==> src/logic/sscf_regs.vh <==
`ifndef SSCF_REGS_VH
`define SSCF_REGS_VH

// live spi format field positions and reset value
`define SSCF_CFG_W        8
`define SSCF_CFG_POL      0
`define SSCF_CFG_PHA      1
`define SSCF_CFG_SSP      2
`define SSCF_CFG_RST      8'h00

// character framing
`define SSCF_BYTE_W       8
`define SSCF_BIT_W        3
`define SSCF_BIT_LAST     3'h7
`define SSCF_IDLE_FILL    8'h00

// oscillator warm-up count
`define SSCF_WARM_CYC     65536
`define SSCF_WARM_W       17

// master side figures, kept for reference by the decoder
`define SSCF_HW_UPD_ADDR  12'h900
`define SSCF_SCLK_DIV     4
`define SSCF_GAP_CLKS     400

// receive buffer
`define SSCF_FIFO_DEPTH   4
`define SSCF_FIFO_AW      2
`endif

==> src/logic/sscf_spi_slave.v <==
`include "sscf_regs.vh"

// small receive fifo, registered storage, honest full/empty
module sscf_fifo #(
   parameter W     = `SSCF_BYTE_W,
   parameter DEPTH = `SSCF_FIFO_DEPTH,
   parameter AW    = `SSCF_FIFO_AW
) (
   // clock and reset
   input  wire          clk_in,
   input  wire          srst_in,
   // fill side
   input  wire [W-1:0]  in_data_in,
   input  wire          in_valid_in,
   output wire          in_ready_out,
   // drain side
   output wire [W-1:0]  out_data_out,
   output wire          out_valid_out,
   input  wire          out_ready_in
);
   // integer forms first, then cut to pointer width on purpose
   localparam integer  FULL_I = DEPTH;
   localparam integer  LAST_I = DEPTH - 1;
   localparam [AW:0]   FULL = FULL_I[AW:0];
   localparam [AW-1:0] LAST = LAST_I[AW-1:0];

   reg  [W-1:0]  mem [0:DEPTH-1];
   reg  [AW-1:0] wr_r;
   reg  [AW-1:0] rd_r;
   reg  [AW:0]   cnt_r;
   wire          push;
   wire          pop;

   // handshakes on both sides
   assign in_ready_out  = (cnt_r != FULL);
   assign out_valid_out = (cnt_r != {(AW+1){1'b0}});
   assign out_data_out  = mem[rd_r];
   assign push          = in_valid_in & in_ready_out;
   assign pop           = out_valid_out & out_ready_in;

   // storage write, no reset needed on data
   always @(posedge clk_in) begin
      if (push) begin
         mem[wr_r] <= in_data_in;
      end
   end

   // pointers wrap explicitly so depth need not be a power of two
   always @(posedge clk_in) begin
      if (srst_in) begin
         wr_r  <= {AW{1'b0}};
         rd_r  <= {AW{1'b0}};
         cnt_r <= {(AW+1){1'b0}};
      end else begin
         if (push) begin
            wr_r <= (wr_r == LAST) ? {AW{1'b0}} : wr_r + 1'b1;
         end
         if (pop) begin
            rd_r <= (rd_r == LAST) ? {AW{1'b0}} : rd_r + 1'b1;
         end
         if (push & ~pop) begin
            cnt_r <= cnt_r + 1'b1;
         end else if (pop & ~push) begin
            cnt_r <= cnt_r - 1'b1;
         end
      end
   end
endmodule // sscf_fifo

// spi slave port with format control and clock source selection
module sscf_spi_slave #(
   parameter WARM_CYCLES = `SSCF_WARM_CYC,
   parameter WARM_W      = `SSCF_WARM_W,
   parameter FIFO_DEPTH  = `SSCF_FIFO_DEPTH,
   parameter FIFO_AW     = `SSCF_FIFO_AW
) (
   // clock and resets
   input  wire                   clk_in,
   input  wire                   srst_in,
   input  wire                   por_in,
   // spi pins
   input  wire                   sclk_in,
   input  wire                   ssel_in,
   input  wire                   mosi_in,
   output wire                   miso_out,
   output wire                   miso_oe_out,
   // interrupt request
   input  wire                   irq_pend_in,
   output wire                   irq_n_out,
   // configuration from register decoder
   input  wire [`SSCF_CFG_W-1:0] spi_format_config_in,
   input  wire                   ext_clk_mirror_in,
   input  wire                   hw_update_command_in,
   output wire [`SSCF_CFG_W-1:0] spi_format_config_out,
   output wire                   external_clock_select_out,
   output wire                   xtal_osc_en_out,
   // clock source
   input  wire                   oscillator_input_pin_in,
   input  wire                   low_power_mode_in,
   input  wire                   stop_exit_in,
   output wire                   hf_clk_sel_out,
   output wire                   warm_done_out,
   // transmit bytes
   input  wire [`SSCF_BYTE_W-1:0] tx_data_in,
   input  wire                   tx_valid_in,
   output wire                   tx_ready_out,
   // receive bytes
   output wire [`SSCF_BYTE_W-1:0] rx_data_out,
   output wire                   rx_valid_out,
   input  wire                   rx_ready_in,
   output wire                   rx_overrun_out,
   input  wire                   rx_overrun_clr_in,
   output wire                   byte_done_out
);
   localparam integer      WARM_LAST_I = WARM_CYCLES - 1;
   localparam [WARM_W-1:0] WARM_LAST = WARM_LAST_I[WARM_W-1:0];

   // synchronisers and edge history
   reg                     sclk_m_r, sclk_s_r, sclk_d_r;
   reg                     ssel_m_r, ssel_s_r, ssel_d_r;
   reg                     mosi_m_r, mosi_s_r;
   reg                     hf_m_r, hf_s_r, hf_d_r;
   // configuration
   reg  [`SSCF_CFG_W-1:0]  cfg_r;
   reg                     ext_clk_r;
   reg                     xosc_en_r;
   // shifter
   reg  [`SSCF_BYTE_W-1:0] tx_sh_r;
   reg  [`SSCF_BYTE_W-1:0] rx_sh_r;
   reg  [`SSCF_BYTE_W-1:0] rx_byte_r;
   reg  [`SSCF_BIT_W-1:0]  bit_cnt_r;
   reg                     armed_r;
   reg                     oe_r;
   reg                     done_r;
   reg                     tx_rdy_r;
   reg                     ovr_r;
   // clocking
   reg  [WARM_W-1:0]       warm_cnt_r;
   reg                     warm_done_r;
   reg                     hf_sel_r;
   reg                     irq_n_r;
   // output stage
   reg  [`SSCF_BYTE_W-1:0] rx_data_r;
   reg                     rx_valid_r;

   wire                    rst;
   wire                    pol, pha, ssp;
   wire                    ck_now, ck_prev;
   wire                    sel_now, sel_prev, sel_rise;
   wire                    act_edge, inact_edge;
   wire                    samp_edge, shft_edge;
   wire [`SSCF_BYTE_W-1:0] tx_next;
   wire [`SSCF_BYTE_W-1:0] rx_next;
   wire                    f_in_rdy;
   wire [`SSCF_BYTE_W-1:0] f_data;
   wire                    f_valid;
   wire                    f_pop;

   // power-on also counts as a system reset
   assign rst = srst_in | por_in;

   // live format fields
   assign pol = cfg_r[`SSCF_CFG_POL];
   assign pha = cfg_r[`SSCF_CFG_PHA];
   assign ssp = cfg_r[`SSCF_CFG_SSP];

   // pin synchronisers, first stage feeds only the second
   always @(posedge clk_in) begin
      sclk_m_r <= sclk_in;
      sclk_s_r <= sclk_m_r;
      sclk_d_r <= sclk_s_r;
      ssel_m_r <= ssel_in;
      ssel_s_r <= ssel_m_r;
      ssel_d_r <= ssel_s_r;
      mosi_m_r <= mosi_in;
      mosi_s_r <= mosi_m_r;
      hf_m_r   <= oscillator_input_pin_in;
      hf_s_r   <= hf_m_r;
      hf_d_r   <= hf_s_r;
   end

   // clock normalised so active edge is always a rise
   assign ck_now   = sclk_s_r ^ pol;
   assign ck_prev  = sclk_d_r ^ pol;
   // select polarity bit zero means active low
   assign sel_now  = ssel_s_r ^ ~ssp;
   assign sel_prev = ssel_d_r ^ ~ssp;
   assign sel_rise = sel_now & ~sel_prev;

   assign act_edge   = sel_now & ck_now & ~ck_prev;
   assign inact_edge = sel_now & ~ck_now & ck_prev;
   // phase picks which edge samples, the other one shifts
   assign samp_edge  = pha ? inact_edge : act_edge;
   assign shft_edge  = pha ? act_edge : inact_edge;

   // filler byte when nothing is queued, the master owns timing
   assign tx_next = tx_valid_in ? tx_data_in : `SSCF_IDLE_FILL;
   assign rx_next = {rx_sh_r[`SSCF_BYTE_W-2:0], mosi_s_r};

   // byte engine, transfers only ever begin on master activity
   always @(posedge clk_in) begin
      if (rst) begin
         tx_sh_r   <= `SSCF_IDLE_FILL;
         rx_sh_r   <= {`SSCF_BYTE_W{1'b0}};
         rx_byte_r <= {`SSCF_BYTE_W{1'b0}};
         bit_cnt_r <= {`SSCF_BIT_W{1'b0}};
         armed_r   <= 1'b0;
         oe_r      <= 1'b0;
         done_r    <= 1'b0;
         tx_rdy_r  <= 1'b0;
      end else begin
         done_r   <= 1'b0;
         tx_rdy_r <= 1'b0;
         if (!sel_now) begin
            bit_cnt_r <= {`SSCF_BIT_W{1'b0}};
            armed_r   <= 1'b0;
            oe_r      <= 1'b0;
         end else begin
            oe_r <= 1'b1;
            if (sel_rise & ~pha) begin
               // phase zero: first bit must be out before first edge
               tx_sh_r   <= tx_next;
               tx_rdy_r  <= tx_valid_in;
               armed_r   <= 1'b1;
               bit_cnt_r <= {`SSCF_BIT_W{1'b0}};
            end else begin
               if (shft_edge & (pha | armed_r)) begin
                  if (pha && bit_cnt_r == {`SSCF_BIT_W{1'b0}}) begin
                     tx_sh_r  <= tx_next;
                     tx_rdy_r <= tx_valid_in;
                  end else begin
                     // msb leaves first
                     tx_sh_r <= {tx_sh_r[`SSCF_BYTE_W-2:0], 1'b0};
                  end
               end
               if (samp_edge & (pha | armed_r)) begin
                  rx_sh_r   <= rx_next;
                  bit_cnt_r <= bit_cnt_r + 1'b1;
                  if (bit_cnt_r == `SSCF_BIT_LAST) begin
                     rx_byte_r <= rx_next;
                     done_r    <= 1'b1;
                     // phase zero needs a fresh select for the next byte
                     armed_r   <= pha;
                  end
               end
            end
         end
      end
   end

   // live format loads only on the update command
   always @(posedge clk_in) begin
      if (rst) begin
         cfg_r <= `SSCF_CFG_RST;
      end else if (hw_update_command_in) begin
         cfg_r <= spi_format_config_in;
      end
   end

   // external clock bit survives every reset but power-on
   always @(posedge clk_in) begin
      if (por_in) begin
         ext_clk_r <= 1'b0;
         xosc_en_r <= 1'b1;
      end else if (hw_update_command_in & ~srst_in) begin
         // an update is never taken while any reset is held
         ext_clk_r <= ext_clk_mirror_in;
         xosc_en_r <= ~ext_clk_mirror_in;
      end
   end

   // warm-up counts oscillator rises; restarts on stop exit
   always @(posedge clk_in) begin
      if (rst | stop_exit_in) begin
         warm_cnt_r  <= {WARM_W{1'b0}};
         warm_done_r <= 1'b0;
      end else if (hf_s_r & ~hf_d_r & ~warm_done_r) begin
         // a grounded pin never gets here, so warm-up never ends
         warm_cnt_r <= warm_cnt_r + 1'b1;
         if (warm_cnt_r == WARM_LAST) begin
            warm_done_r <= 1'b1;
         end
      end
   end

   // clock source choice and interrupt line
   always @(posedge clk_in) begin
      if (rst | stop_exit_in) begin
         hf_sel_r <= 1'b0;
      end else begin
         hf_sel_r <= warm_done_r & ~low_power_mode_in;
      end
   end

   always @(posedge clk_in) begin
      if (rst) begin
         irq_n_r <= 1'b1;
      end else begin
         irq_n_r <= ~irq_pend_in;
      end
   end

   // overrun: the master cannot be stalled, so a full buffer
   // drops the byte and flags it; a new drop beats the clear
   always @(posedge clk_in) begin
      if (rst) begin
         ovr_r <= 1'b0;
      end else if (done_r & ~f_in_rdy) begin
         ovr_r <= 1'b1;
      end else if (rx_overrun_clr_in) begin
         ovr_r <= 1'b0;
      end
   end

   // received bytes buffered ahead of the register decoder
   sscf_fifo #(
      .W     (`SSCF_BYTE_W),
      .DEPTH (FIFO_DEPTH),
      .AW    (FIFO_AW)
   ) u_rx_fifo (
      .clk_in        (clk_in),
      .srst_in       (rst),
      .in_data_in    (rx_byte_r),
      .in_valid_in   (done_r),
      .in_ready_out  (f_in_rdy),
      .out_data_out  (f_data),
      .out_valid_out (f_valid),
      .out_ready_in  (f_pop)
   );

   // output register stage keeps rx ports flop driven
   assign f_pop = f_valid & (~rx_valid_r | rx_ready_in);

   always @(posedge clk_in) begin
      if (rst) begin
         rx_valid_r <= 1'b0;
         rx_data_r  <= {`SSCF_BYTE_W{1'b0}};
      end else if (f_pop) begin
         rx_valid_r <= 1'b1;
         rx_data_r  <= f_data;
      end else if (rx_ready_in) begin
         rx_valid_r <= 1'b0;
      end
   end

   // outputs
   assign miso_out                  = tx_sh_r[`SSCF_BYTE_W-1];
   assign miso_oe_out               = oe_r;
   assign irq_n_out                 = irq_n_r;
   assign spi_format_config_out     = cfg_r;
   assign external_clock_select_out = ext_clk_r;
   assign xtal_osc_en_out           = xosc_en_r;
   assign hf_clk_sel_out            = hf_sel_r;
   assign warm_done_out             = warm_done_r;
   assign tx_ready_out              = tx_rdy_r;
   assign rx_data_out               = rx_data_r;
   assign rx_valid_out              = rx_valid_r;
   assign rx_overrun_out            = ovr_r;
   assign byte_done_out             = done_r;
endmodule // sscf_spi_slave

==> config.mk <==
export PLATFORM = sky130hd
export DESIGN_NAME = sscf_spi_slave
export DESIGN_NICKNAME = d
export VERILOG_FILES = /design/src/logic/sscf_spi_slave.v
export VERILOG_INCLUDE_DIRS = /design/src /design/src/logic
export SDC_FILE = /design/constraint.sdc
export NUM_CORES = 1
export LEC_CHECK = 0
export ABC_AREA = 1
export BUFFER_PORTS_ARGS = -buffer_cell sky130_fd_sc_hd__buf_2
export CORE_ASPECT_RATIO = 1.1
export CORE_MARGIN = 2
export CORE_UTILIZATION = 58
export CTS_BUF_LIST = sky130_fd_sc_hd__clkbuf_8 sky130_fd_sc_hd__clkbuf_16
export CTS_CLUSTER_SIZE = 8
export DETAILED_ROUTE_END_ITERATION = 8
export PLACE_DENSITY = 0.86
export SYNTH_ARGS = -nofsm -noshare
export SYNTH_HDL_FRONTEND = slang
export SYNTH_SLANG_ARGS = --single-unit
==> constraint.sdc <==
create_clock -name clk_in -period 2.65 [get_ports clk_in]
set_clock_uncertainty 0.1 [all_clocks]
set_input_delay 0.3975 -clock clk_in [delete_from_list [all_inputs] [get_ports clk_in]]
set_output_delay 0.3975 -clock clk_in [all_outputs]
set_load 0.05 [all_outputs]
Word-level counts from Yosys, hierarchy flattened
Memories as Yosys holds them, arrays and structs flattened. A register that Yosys moved wholly into a read port is not among the register bits.
Index checks and enable logic that the tools add are counted.
- bits in registers: 80
- bits in writable memories: 32
- input port bits: 31
- word-level logic and storage cells: 128
- memories: 1
- memory list (memory ; depth ; width ; read ports ; clocked after Yosys merged registers in ; wr ports ; RTL line ; source):
    u_rx_fifo.mem ; 4 ; 8 ; 1 ; 1 ; 1 ; sscf_spi_slave.v:27 ; reg [W-1:0] mem [0:DEPTH-1];
- $add $sub $neg: 6
- equal/unequal tests: 5
- muxes and demuxes: 24
- bitwise logic cells: 44
- reduce and logical (&&, ||, !) cells: 17
- operators by type and width (cell ; number):
    8-bit two-way mux ; 4
    1-bit bitwise AND ; 18
    1-bit NOT ; 18
    17-bit by 1-bit adder with 17-bit output (second input constant) ; 1
    17-bit by 16-bit equality test with 1-bit output (second input constant) ; 1
    1-bit two-way mux ; 16
    2-bit nonzero test ; 6
    3-bit by 1-bit adder with 3-bit output (second input constant) ; 2
    3-bit two-way mux ; 2
    2-bit AND reduction ; 3
    2-bit by 1-bit adder with 2-bit output (second input constant) ; 2
    2-bit equality test (second input constant) ; 2
    2-bit two-way mux ; 2
    1-bit bitwise OR ; 4
    4-bit AND reduction ; 1
    4-bit OR reduction ; 1
    1-bit bitwise XOR ; 4
    3-bit equality test (second input constant) ; 1
    3-bit logical NOT ; 1
    3-bit inequality test (second input constant) ; 1
    3-bit AND reduction ; 1
    3-bit nonzero test ; 1
    3-bit OR reduction ; 1
    3-bit by 1-bit subtractor with 3-bit output (second input constant) ; 1
    other kinds (2) ; 2

Longest topological paths before layout
Gate-level depths: netlist of the first run.
- depth in word-level cells: 8
- depth in mapped cells: 10
- depth with buffers taken out: 10

By module
From an unflattened synthesis of the first run, not the netlist that was laid out.
- cells, all modules: 574
- area, all modules: 4993.5 sq um
- modules (own cells, without submodules) (module ; times used ; cells an instance ; area each (sq um) ; sequential area each (sq um)):
    sscf_spi_slave ; 1 ; 429 ; 3296.9 ; 1621.6
    sscf_fifo ; 1 ; 145 ; 1696.6 ; 1141.1

Least setup slack after synthesis of the first run
No wires, ideal clock.
- path kind: reg2reg
- from: register rx_valid_r (netlist: rx_valid_out)
- to: register u_rx_fifo.cnt_r[2]
- library setup time: 122 ps
- data arrival time: 2024 ps
- setup slack: 404 ps
- cell stages (with the launch flop): 10
- buffers on the path: 0
- clock period less this slack: 2246 ps
- cell sequence: dfxtp_1 > inv_1 > o21ai_1 > ha_1 > inv_1 > fa_1 > a21oi_1 > o21ai_0 > o21ai_0 > a21oi_1
- word-level cells in the longest chain between the ends: 7
- RTL lines (what ; RTL line ; source):
    start, declared ; sscf_spi_slave.v:144 ; reg rx_valid_r;
    start signal, assigned ; sscf_spi_slave.v:336 ; rx_valid_r <= 1'b0;
    start signal, assigned ; sscf_spi_slave.v:339 ; rx_valid_r <= 1'b1;
    start signal, assigned ; sscf_spi_slave.v:342 ; rx_valid_r <= 1'b0;
    1-bit NOT * ; sscf_spi_slave.v:332 ; assign f_pop = f_valid & (~rx_valid_r | rx_ready_in);
    1-bit bitwise OR * ; sscf_spi_slave.v:332 ;
    1-bit bitwise AND * ; sscf_spi_slave.v:332 ;
    1-bit bitwise AND * ; sscf_spi_slave.v:39 ; assign pop = out_valid_out & out_ready_in;
    1-bit NOT ; sscf_spi_slave.v:61 ; if (push & ~pop) begin
    1-bit bitwise AND ; sscf_spi_slave.v:61 ;
    3-bit two-way mux or 2-bit nonzero test (tied branches) ; -- ;
    end signal, assigned ; sscf_spi_slave.v:53 ; cnt_r <= {(AW+1){1'b0}};
    end signal, assigned ; sscf_spi_slave.v:62 ; cnt_r <= cnt_r + 1'b1;
    end signal, assigned ; sscf_spi_slave.v:64 ; cnt_r <= cnt_r - 1'b1;
    end, declared ; sscf_spi_slave.v:30 ; reg [AW:0] cnt_r;
Every way passes the cells marked *; elsewhere a longest branch is shown, timed or not.
A chain may end at the register's enable or synchronous reset.

Final worst setup path of the first run
- from: register u_rx_fifo.cnt_r[0]
- to: register u_rx_fifo.cnt_r[2]
- word-level cells in the longest chain between the ends: 6
- RTL lines (what ; RTL line ; source):
    3-bit nonzero test ; sscf_spi_slave.v:36 ; assign out_valid_out = (cnt_r != {(AW+1){1'b0}});
    1-bit bitwise AND ; sscf_spi_slave.v:332 ;
    1-bit bitwise AND ; sscf_spi_slave.v:39 ;
    1-bit NOT ; sscf_spi_slave.v:61 ;
    1-bit bitwise AND ; sscf_spi_slave.v:61 ;
    3-bit two-way mux or 2-bit nonzero test (tied branches) ; -- ;
Several ways; a longest one is shown, not always the timed one. The select of a mux whose other input is x is not followed.

==> results of run 1 <==
[path summary, 6_finish.rpt]
kind / from / endpoint / depth (start not counted)
worst max-delay path: u_rx_fifo.cnt_r[0] / u_rx_fifo.cnt_r[2] / 10
worst min register to register: hf_m_r / hf_s_r / 0
worst max register to register: u_rx_fifo.cnt_r[0] / u_rx_fifo.cnt_r[2] / 10
worst min-delay path: spi_format_config_in[7] / spi_format_config_out[7] / 3
[metal layers]
| layer | vias up | global-route usage [%] |
|---|---|---|
| met1 | 1832 | 25.0 |
| met3 | 11 | 6.10 |
| met4 | 0 | 9.95 |
| li1 | 2057 | - |
| met5 | - | 0 |
| met2 | 92 | 38.6 |
[placed cells by master, fill, tap and decap left out, types with 5 or more instances in the layout]
master and count:
a21oi_1 40, nand3_1 28, o21ai_0 47, buf_2 57, nand2_1 115, clkbuf_16 17, clkbuf_8 5, edfxtp_1 32
a31oi_1 8, ha_1 11, dfxtp_1 88, or2_2 10, nor2_1 83, nand4_1 12, dlygate4sd3_1 6, inv_1 64
[cells by family after synthesis]
logic type               after synthesis
AND/OR/NAND/NOR                      266
flip-flops                           120
AO/OA/AOI/OAI                        100
buffers and inverters                 84
adder cells (fa/ha/maj)               12
XOR/XNOR                               6
[timing repair]
action	CTS	global route
buffers inserted	0	0
resized for setup	0	0
endpoints found under the hold margin	6	0
hold buffers	6	0
[final cells by class]
class | instances | area share (%)
clock inverters | 9 | 1.21
flip-flops and latches | 120 | 45.6
inverters | 66 | 4.15
repair buffers | 65 | 6.03
multi-input cells | 384 | 32.5
clock buffers | 22 | 8.27
well taps | 111 | 2.32
[cell usage after synthesis, types with 2 or more instances]
library cell,n,area (um^2)
nand2_1,115,432
dfxtp_1,88,1760
nor2_1,83,312
inv_1,62,233
o21ai_0,47,235
a21oi_1,40,200
edfxtp_1,32,961
nand3_1,28,140
nand4_1,12,75.1
ha_1,11,138
or2_2,10,62.6
clkbuf_1,9,33.8
a31oi_1,8,50.1
buf_2,6,30.0
nor2_2,4,25.0
nor3_1,4,20.0
xor2_1,4,35.0
inv_2,3,11.3
nand3_2,3,30.0
nand4_4,2,42.5
[flip-flops by register name, summed over array words and instances (netlist names), 3 cells and up]
| signal | flops |
|---|---|
| u_rx_fifo.cnt_r | 3 |
| u_rx_fifo.mem | 32 |
| rx_sh_r | 7 |
| bit_cnt_r | 3 |
| rx_byte_r | 8 |
| tx_sh_r | 8 |
| spi_format_config_out | 8 |
| warm_cnt_r | 17 |
| rx_data_out | 8 |
[critical path: stages, from the launching register on]
cell	delay, ns
dfxtp_1	0.35
inv_1	0.13
nand3_1	0.10
o21ai_1	0.21
ha_1	0.21
inv_1	0.07
fa_1	0.39
a21oi_1	0.17
o21ai_0	0.15
o21ai_0	0.20
a21oi_1	0.06
[power breakdown]
group / total [mW] / switching, mW / internal (mW)
combinational: 0.300 / 0.212 / 0.0880
clock: 2.13 / 0.756 / 1.38
sequential: 1.94 / 0.0291 / 1.91
total: 4.37 / 0.997 / 3.38
[stage by stage]
stage	util [%]	hold slack, ns	std cells	setup WS, ns	power [mW]
after floorplan	-	0.210	588	0.404	2.19
after global placement	63.6	0.211	740	0.551	2.25
after detailed placement	63.6	0.212	740	0.424	2.26
after CTS	71.1	0.0199	777	0.435	4.41
after global routing	71.1	0.0376	777	0.0934	4.53
final	71.1	0.0363	777	0.370	4.37
==> impl_results.md, run 1 <==
* Outcome: finished clean
* Max-slew headroom at 44.3%
* ANT nets after route at 0
* Fill count at 608
* Number of CTS-inserted buffers at 17
* Flops & latches, synth at 120
* Die Area at 9400 um^2
* Synth Area in Adders at 3.15%
* CTS tree: built
* Max-cap check violation count at 0
* Root buffer cell: clkbuf_8
* GRT Overall Usage at 21.9%
* Drt wl/cell at 12.3 um
* # port buffers at 57
* Hpwl dp at 6.07 mm
* Yosys warns at 0
* DRC Markers at 0
* Share of layout cells above drive strength 1 at 17.3%
* Max Fclk at 439 MHz
* Area of the multi-input gates at 1940 um^2
* Final estimated routing congestion in global placement at 0.792
* Clock tree buffer depth at 2
* Post-Synth XOR/XNOR Area at 1.20%
* N_diodes at 0
* Asr flop ratio synth at 0%
* Final wirelength at 9.54 mm
* Area delta synth->final at 19.2%
* Vias per cell at 5.14
* Pleak at 2.36 nW
* Clock tree sinks at 120
* Syn Std Cell Area at 5010 um^2
* Worst skew pair latency at 0.51 ns
* Part of the cycle the worst path needs at 86.0%
* Mapped Nets at 631
* Vias in the first global route at 3895
* M1 wire length at 4.16 mm
* Met3 wire len at 394 um
* Critical Path RT at 2.94 ns
* Net count reported at finish at 697
* Compound-Gate Fraction of Synth Area at 10.5%
* CTS H-Tree Depth at 4
* VDD IR max at 514 uV
* Dpl cell area at 5350 um^2
* Setup TNS at 0 ns
* Mux share of post-synthesis cell area at 0%
* Site row count at 35
* Drt pass-1 iters at 4
* Design Area, Final at 5980 um^2
* Starting Density at 59.6%
* CORE AREA at 8410 um^2
* I/O pins at 58
* Final Slew Violations at 0
* Minimum clock period at 2.28 ns
* Reg area at 2720 um^2
* Power Dens Cells at 732 nW/um^2
* Peak fanout along the critical path at 6
* Die Height at 102 um
* Largest family of logic cells by synthesized area: simple AND/OR/NAND/NOR gates
* WL met2 at 4.90 mm
* Min-delay worst type: in2reg
* Grt total ovfl at 0
* Top FF cell, synth: dfxtp_1
* Largest net degree at the start of global routing at 36
* Post-synth EDFFs at 32
* Synth unique cells at 37
* Final hold vios at 0
* Worst Path Arrival at 2.57 ns
* Initial DRC Count at 205
* Sequential fraction of the synthesis area at 54.3%
* Worst-Margin Slew at 0.832 ns
* Clk slew on worst S/H paths at 0.05 ns
* Final setup vio count at 0
* Syn Area/Cell at 8.52 um^2
* Vias at 3992
* Die Wd at 92.6 um
* RSZ-0062 raised after global routing: false
* DR top layer: met4
* R2r setup slk at 0.37 ns
* Crit path capture type: flip-flop
* Initial antenna violation count at 0
* Cells after synthesis at 588
* Synth Area in Simple Gates at 23.9%
* Worst setup SP type: flip-flop
* CP Class: reg2reg
* First-pass GRT wire length at 16.4 mm
(Power assumes the default switching activity.)
==> run 2, diff against run 1 <==
--- a/config.mk
+++ b/config.mk
@@ -15,6 +15,7 @@
 export CTS_CLUSTER_SIZE = 8
 export DETAILED_ROUTE_END_ITERATION = 8
 export PLACE_DENSITY = 0.86
+export RECOVER_POWER = 25
 export SYNTH_ARGS = -nofsm -noshare
 export SYNTH_HDL_FRONTEND = slang
 export SYNTH_SLANG_ARGS = --single-unit
==> constraint.sdc (replaced) <==
create_clock -name clk_in -period 2.2 [get_ports clk_in]
set_clock_uncertainty 0.1 [all_clocks]
set_input_delay 0.33 -clock clk_in [delete_from_list [all_inputs] [get_ports clk_in]]
set_output_delay 0.33 -clock clk_in [all_outputs]
set_load 0.05 [all_outputs]
==> impl_results.md, run 2 (synthesis gave the netlist of run 1 again) <==
* Hold worst-path end: external_clock_select_out
* CORE AREA at 8410 um^2 (unchanged)
* Final hold vios at 0 (unchanged)
* Setup TNS at -0.0208 ns (-0.0208 ns)
* Largest register FFs at 32 (unchanged)
* Drt wl/cell at 13.0 um (+5.7%)
* Design Area, Final at 6170 um^2 (+3.2%)
* Net count reported at finish at 715 (+2.6%)
* Logic pwr share at 7.4% (+0.5 points)
* CP Class: reg2reg
* Commonest non-fill, non-tap cells in the layout: nand2_1, dfxtp_1, nor2_1
* Power Dens Cells at 882 nW/um^2 (+21%)
* Final Core Density at 73.4% (+2.3 points)
* Critical path's slowest cell: fa_1
* ANT nets after route at 0 (unchanged)
* Vias at 4081 (+2.2%)
* Area delta synth->final at 23.1%
* R2r setup slk at -0.02 ns (-0.39 ns)
* I/O pins at 58 (unchanged)
* N_diodes at 0 (unchanged)
* Worst-Margin Slew at 0.658 ns (-0.174 ns)
* Internal Dissipation at 4.22 mW (+25%)
* Worst r2r src: u_rx_fifo.cnt_r[0]
* First-pass GRT wire length at 17.3 mm (+5.5%)
* Largest regs: u_rx_fifo.mem (32), warm_cnt_r (17)
* Vias per cell at 5.13 (-0.21%)
* Dpl cell area at 5400 um^2 (+0.87%)
* Clock tree sinks at 120 (unchanged)
* Clock power frac at 49.8% (+1.0 points)
* Final Total Pwr at 5.44 mW (+24%)
* Number of CTS-inserted buffers at 17 (unchanged)
* Switch share at 22.5% (-0.31 points)
* Final setup vio count at 1 (+1)
* Switching Power at 1.22 mW (+23%)
* Drt pass-1 iters at 5 (+1)
* Hpwl dp at 6.46 mm (+6.3%)
* Root buffer cell: clkbuf_8
* Worst setup SP type: flip-flop
* Pleak at 2.45 nW (+3.8%)
* Worst skew pair latency at 0.52 ns (about the same)
* Cell count of the worst hold path at 3 (unchanged)
* Slowest stage delay, CP at 0.46 ns (+0.07 ns)
* Reg2reg path depth at 10 (unchanged)
* Largest net degree at the start of global routing at 23 (-36%)
* Die Wd at 92.6 um (unchanged)
* Grt total ovfl at 0 (unchanged)
* Die Height at 102 um (unchanged)
* Dpl cells at 746 (+0.81%)
* Share of layout cells above drive strength 1 at 17.8% (+0.54 points)
* Min-delay src: por_in
* Part of the cycle the worst path needs at 101% (+15 points)
* Initial DRC Count at 159 (-22%)
* Die Area at 9400 um^2 (unchanged)
* Crit path capture type: flip-flop
* Minimum clock period at 2.22 ns (-0.0589 ns)
* Outcome: finished with violations
* Pre-CTS WS at 0.0514 ns (-0.372 ns)
* GRT Overall Usage at 23.4% (+1.5 points)
* Clk slew on worst S/H paths at 0.06 ns (about the same)
* CTS tree: built
* CTS H-Tree Depth at 4 (unchanged)
* Max Fclk at 450 MHz (+2.7%)
* Vias in the first global route at 3892 (-0.077%)
* Initial antenna violation count at 0 (unchanged)
* Starting Density at 59.6% (unchanged)
* Terminus of the critical flop-to-flop path: u_rx_fifo.cnt_r[2]
* VDD IR max at 642 uV (+25%)
* Failing checks: setup timing
* Critical Path RT at 2.50 ns (-0.44 ns)
* Final WS setup at -0.0208 ns (-0.391 ns)
* Min-delay worst type: in2reg
* DRC Markers at 0 (unchanged)
* Clock tree buffer depth at 2 (unchanged)
* # port buffers at 57 (unchanged)
* Site row count at 35 (unchanged)
* Final Slew Violations at 0 (unchanged)
* Final cell count without fillers at 796 (+2.4%)
* Worst hold slack at 0.0215 ns (-0.0148 ns)
* Worst Path Arrival at 2.52 ns (-0.05 ns)
* Most common cell after layout, fill and taps aside: nand2_1
* Max-cap check violation count at 0 (unchanged)
* Top reg by flops: u_rx_fifo.mem
* Crit-path cells: inv_1 -> nand3_1 -> o21ai_2 -> ha_1 -> inv_1 -> fa_1 -> a21oi_2 -> o21ai_0 -> o21ai_0 -> a21oi_1
* Peak fanout along the critical path at 4 (-2)
* Final wirelength at 10.3 mm (+8.3%)
* Sequential Power Share at 42.8% (-1.5 points)
* Postcts setup bufs at 0 (unchanged)
* Final estimated routing congestion in global placement at 0.868 (+9.6%)
* Max-slew headroom at 56.0% (+12 points)
-- run 2: worst max-delay path: cells and delay by family (launching register included) --
family,cells,cell delay [ns]
buf+inv,2,0.22
fa+ha+maj,2,0.63
simple gates,1,0.12
compound gates,5,0.69
flops,1,0.35
-- run 2: power by group through the flow --
stage	Sequential, mW	Combinational [mW]	Clock [mW]
2_1_floorplan	2.44	0.203	0
3_3_place_gp	2.37	0.346	0
3_5_place_dp	2.37	0.362	0
4_1_cts	2.33	0.389	2.73
5_1_grt	2.33	0.440	2.85
6_report	2.33	0.400	2.71
-- run 2: metal layers --
metal	wire [um]	share of wire (%)	GRT usage, %	up-vias
li1	-	-	-	2091
met1	4060	39	25.0	1871
met5	0	0	0	-
met2	5620	54	43.5	101
met4	201	1.9	9.28	0
met3	459	4.4	7.14	18
-- run 2: what timing repair did --
item,4_1_cts,5_1_grt
hold buffers,18,0
hold endpoints to repair,16,0
endpoints found under the setup margin,0,1
gates resized for setup,0,2
-- run 2: how the worst max path moves through the flow --
stage / startpoint / end / cells after the start
floorplan: byte_done_out / u_rx_fifo.cnt_r[2] / 9
CTS: u_rx_fifo.cnt_r[0] / u_rx_fifo.cnt_r[2] / 10
global route: u_rx_fifo.cnt_r[0] / u_rx_fifo.cnt_r[2] / 10
finish: u_rx_fifo.cnt_r[0] / u_rx_fifo.cnt_r[2] / 10
detailed placement: u_rx_fifo.cnt_r[0] / u_rx_fifo.cnt_r[2] / 10
global placement: u_rx_fifo.cnt_r[0] / u_rx_fifo.cnt_r[2] / 10
-- run 2: final cells by class --
class / count / area, um^2
tap: 111 / 139
inverter: 66 / 248
sequential: 120 / 2720
timing repair buffer: 83 / 526
clock inverter: 12 / 131
multi-input combinational: 384 / 1950
fill: 591 / 2240
clock buffer: 20 / 455
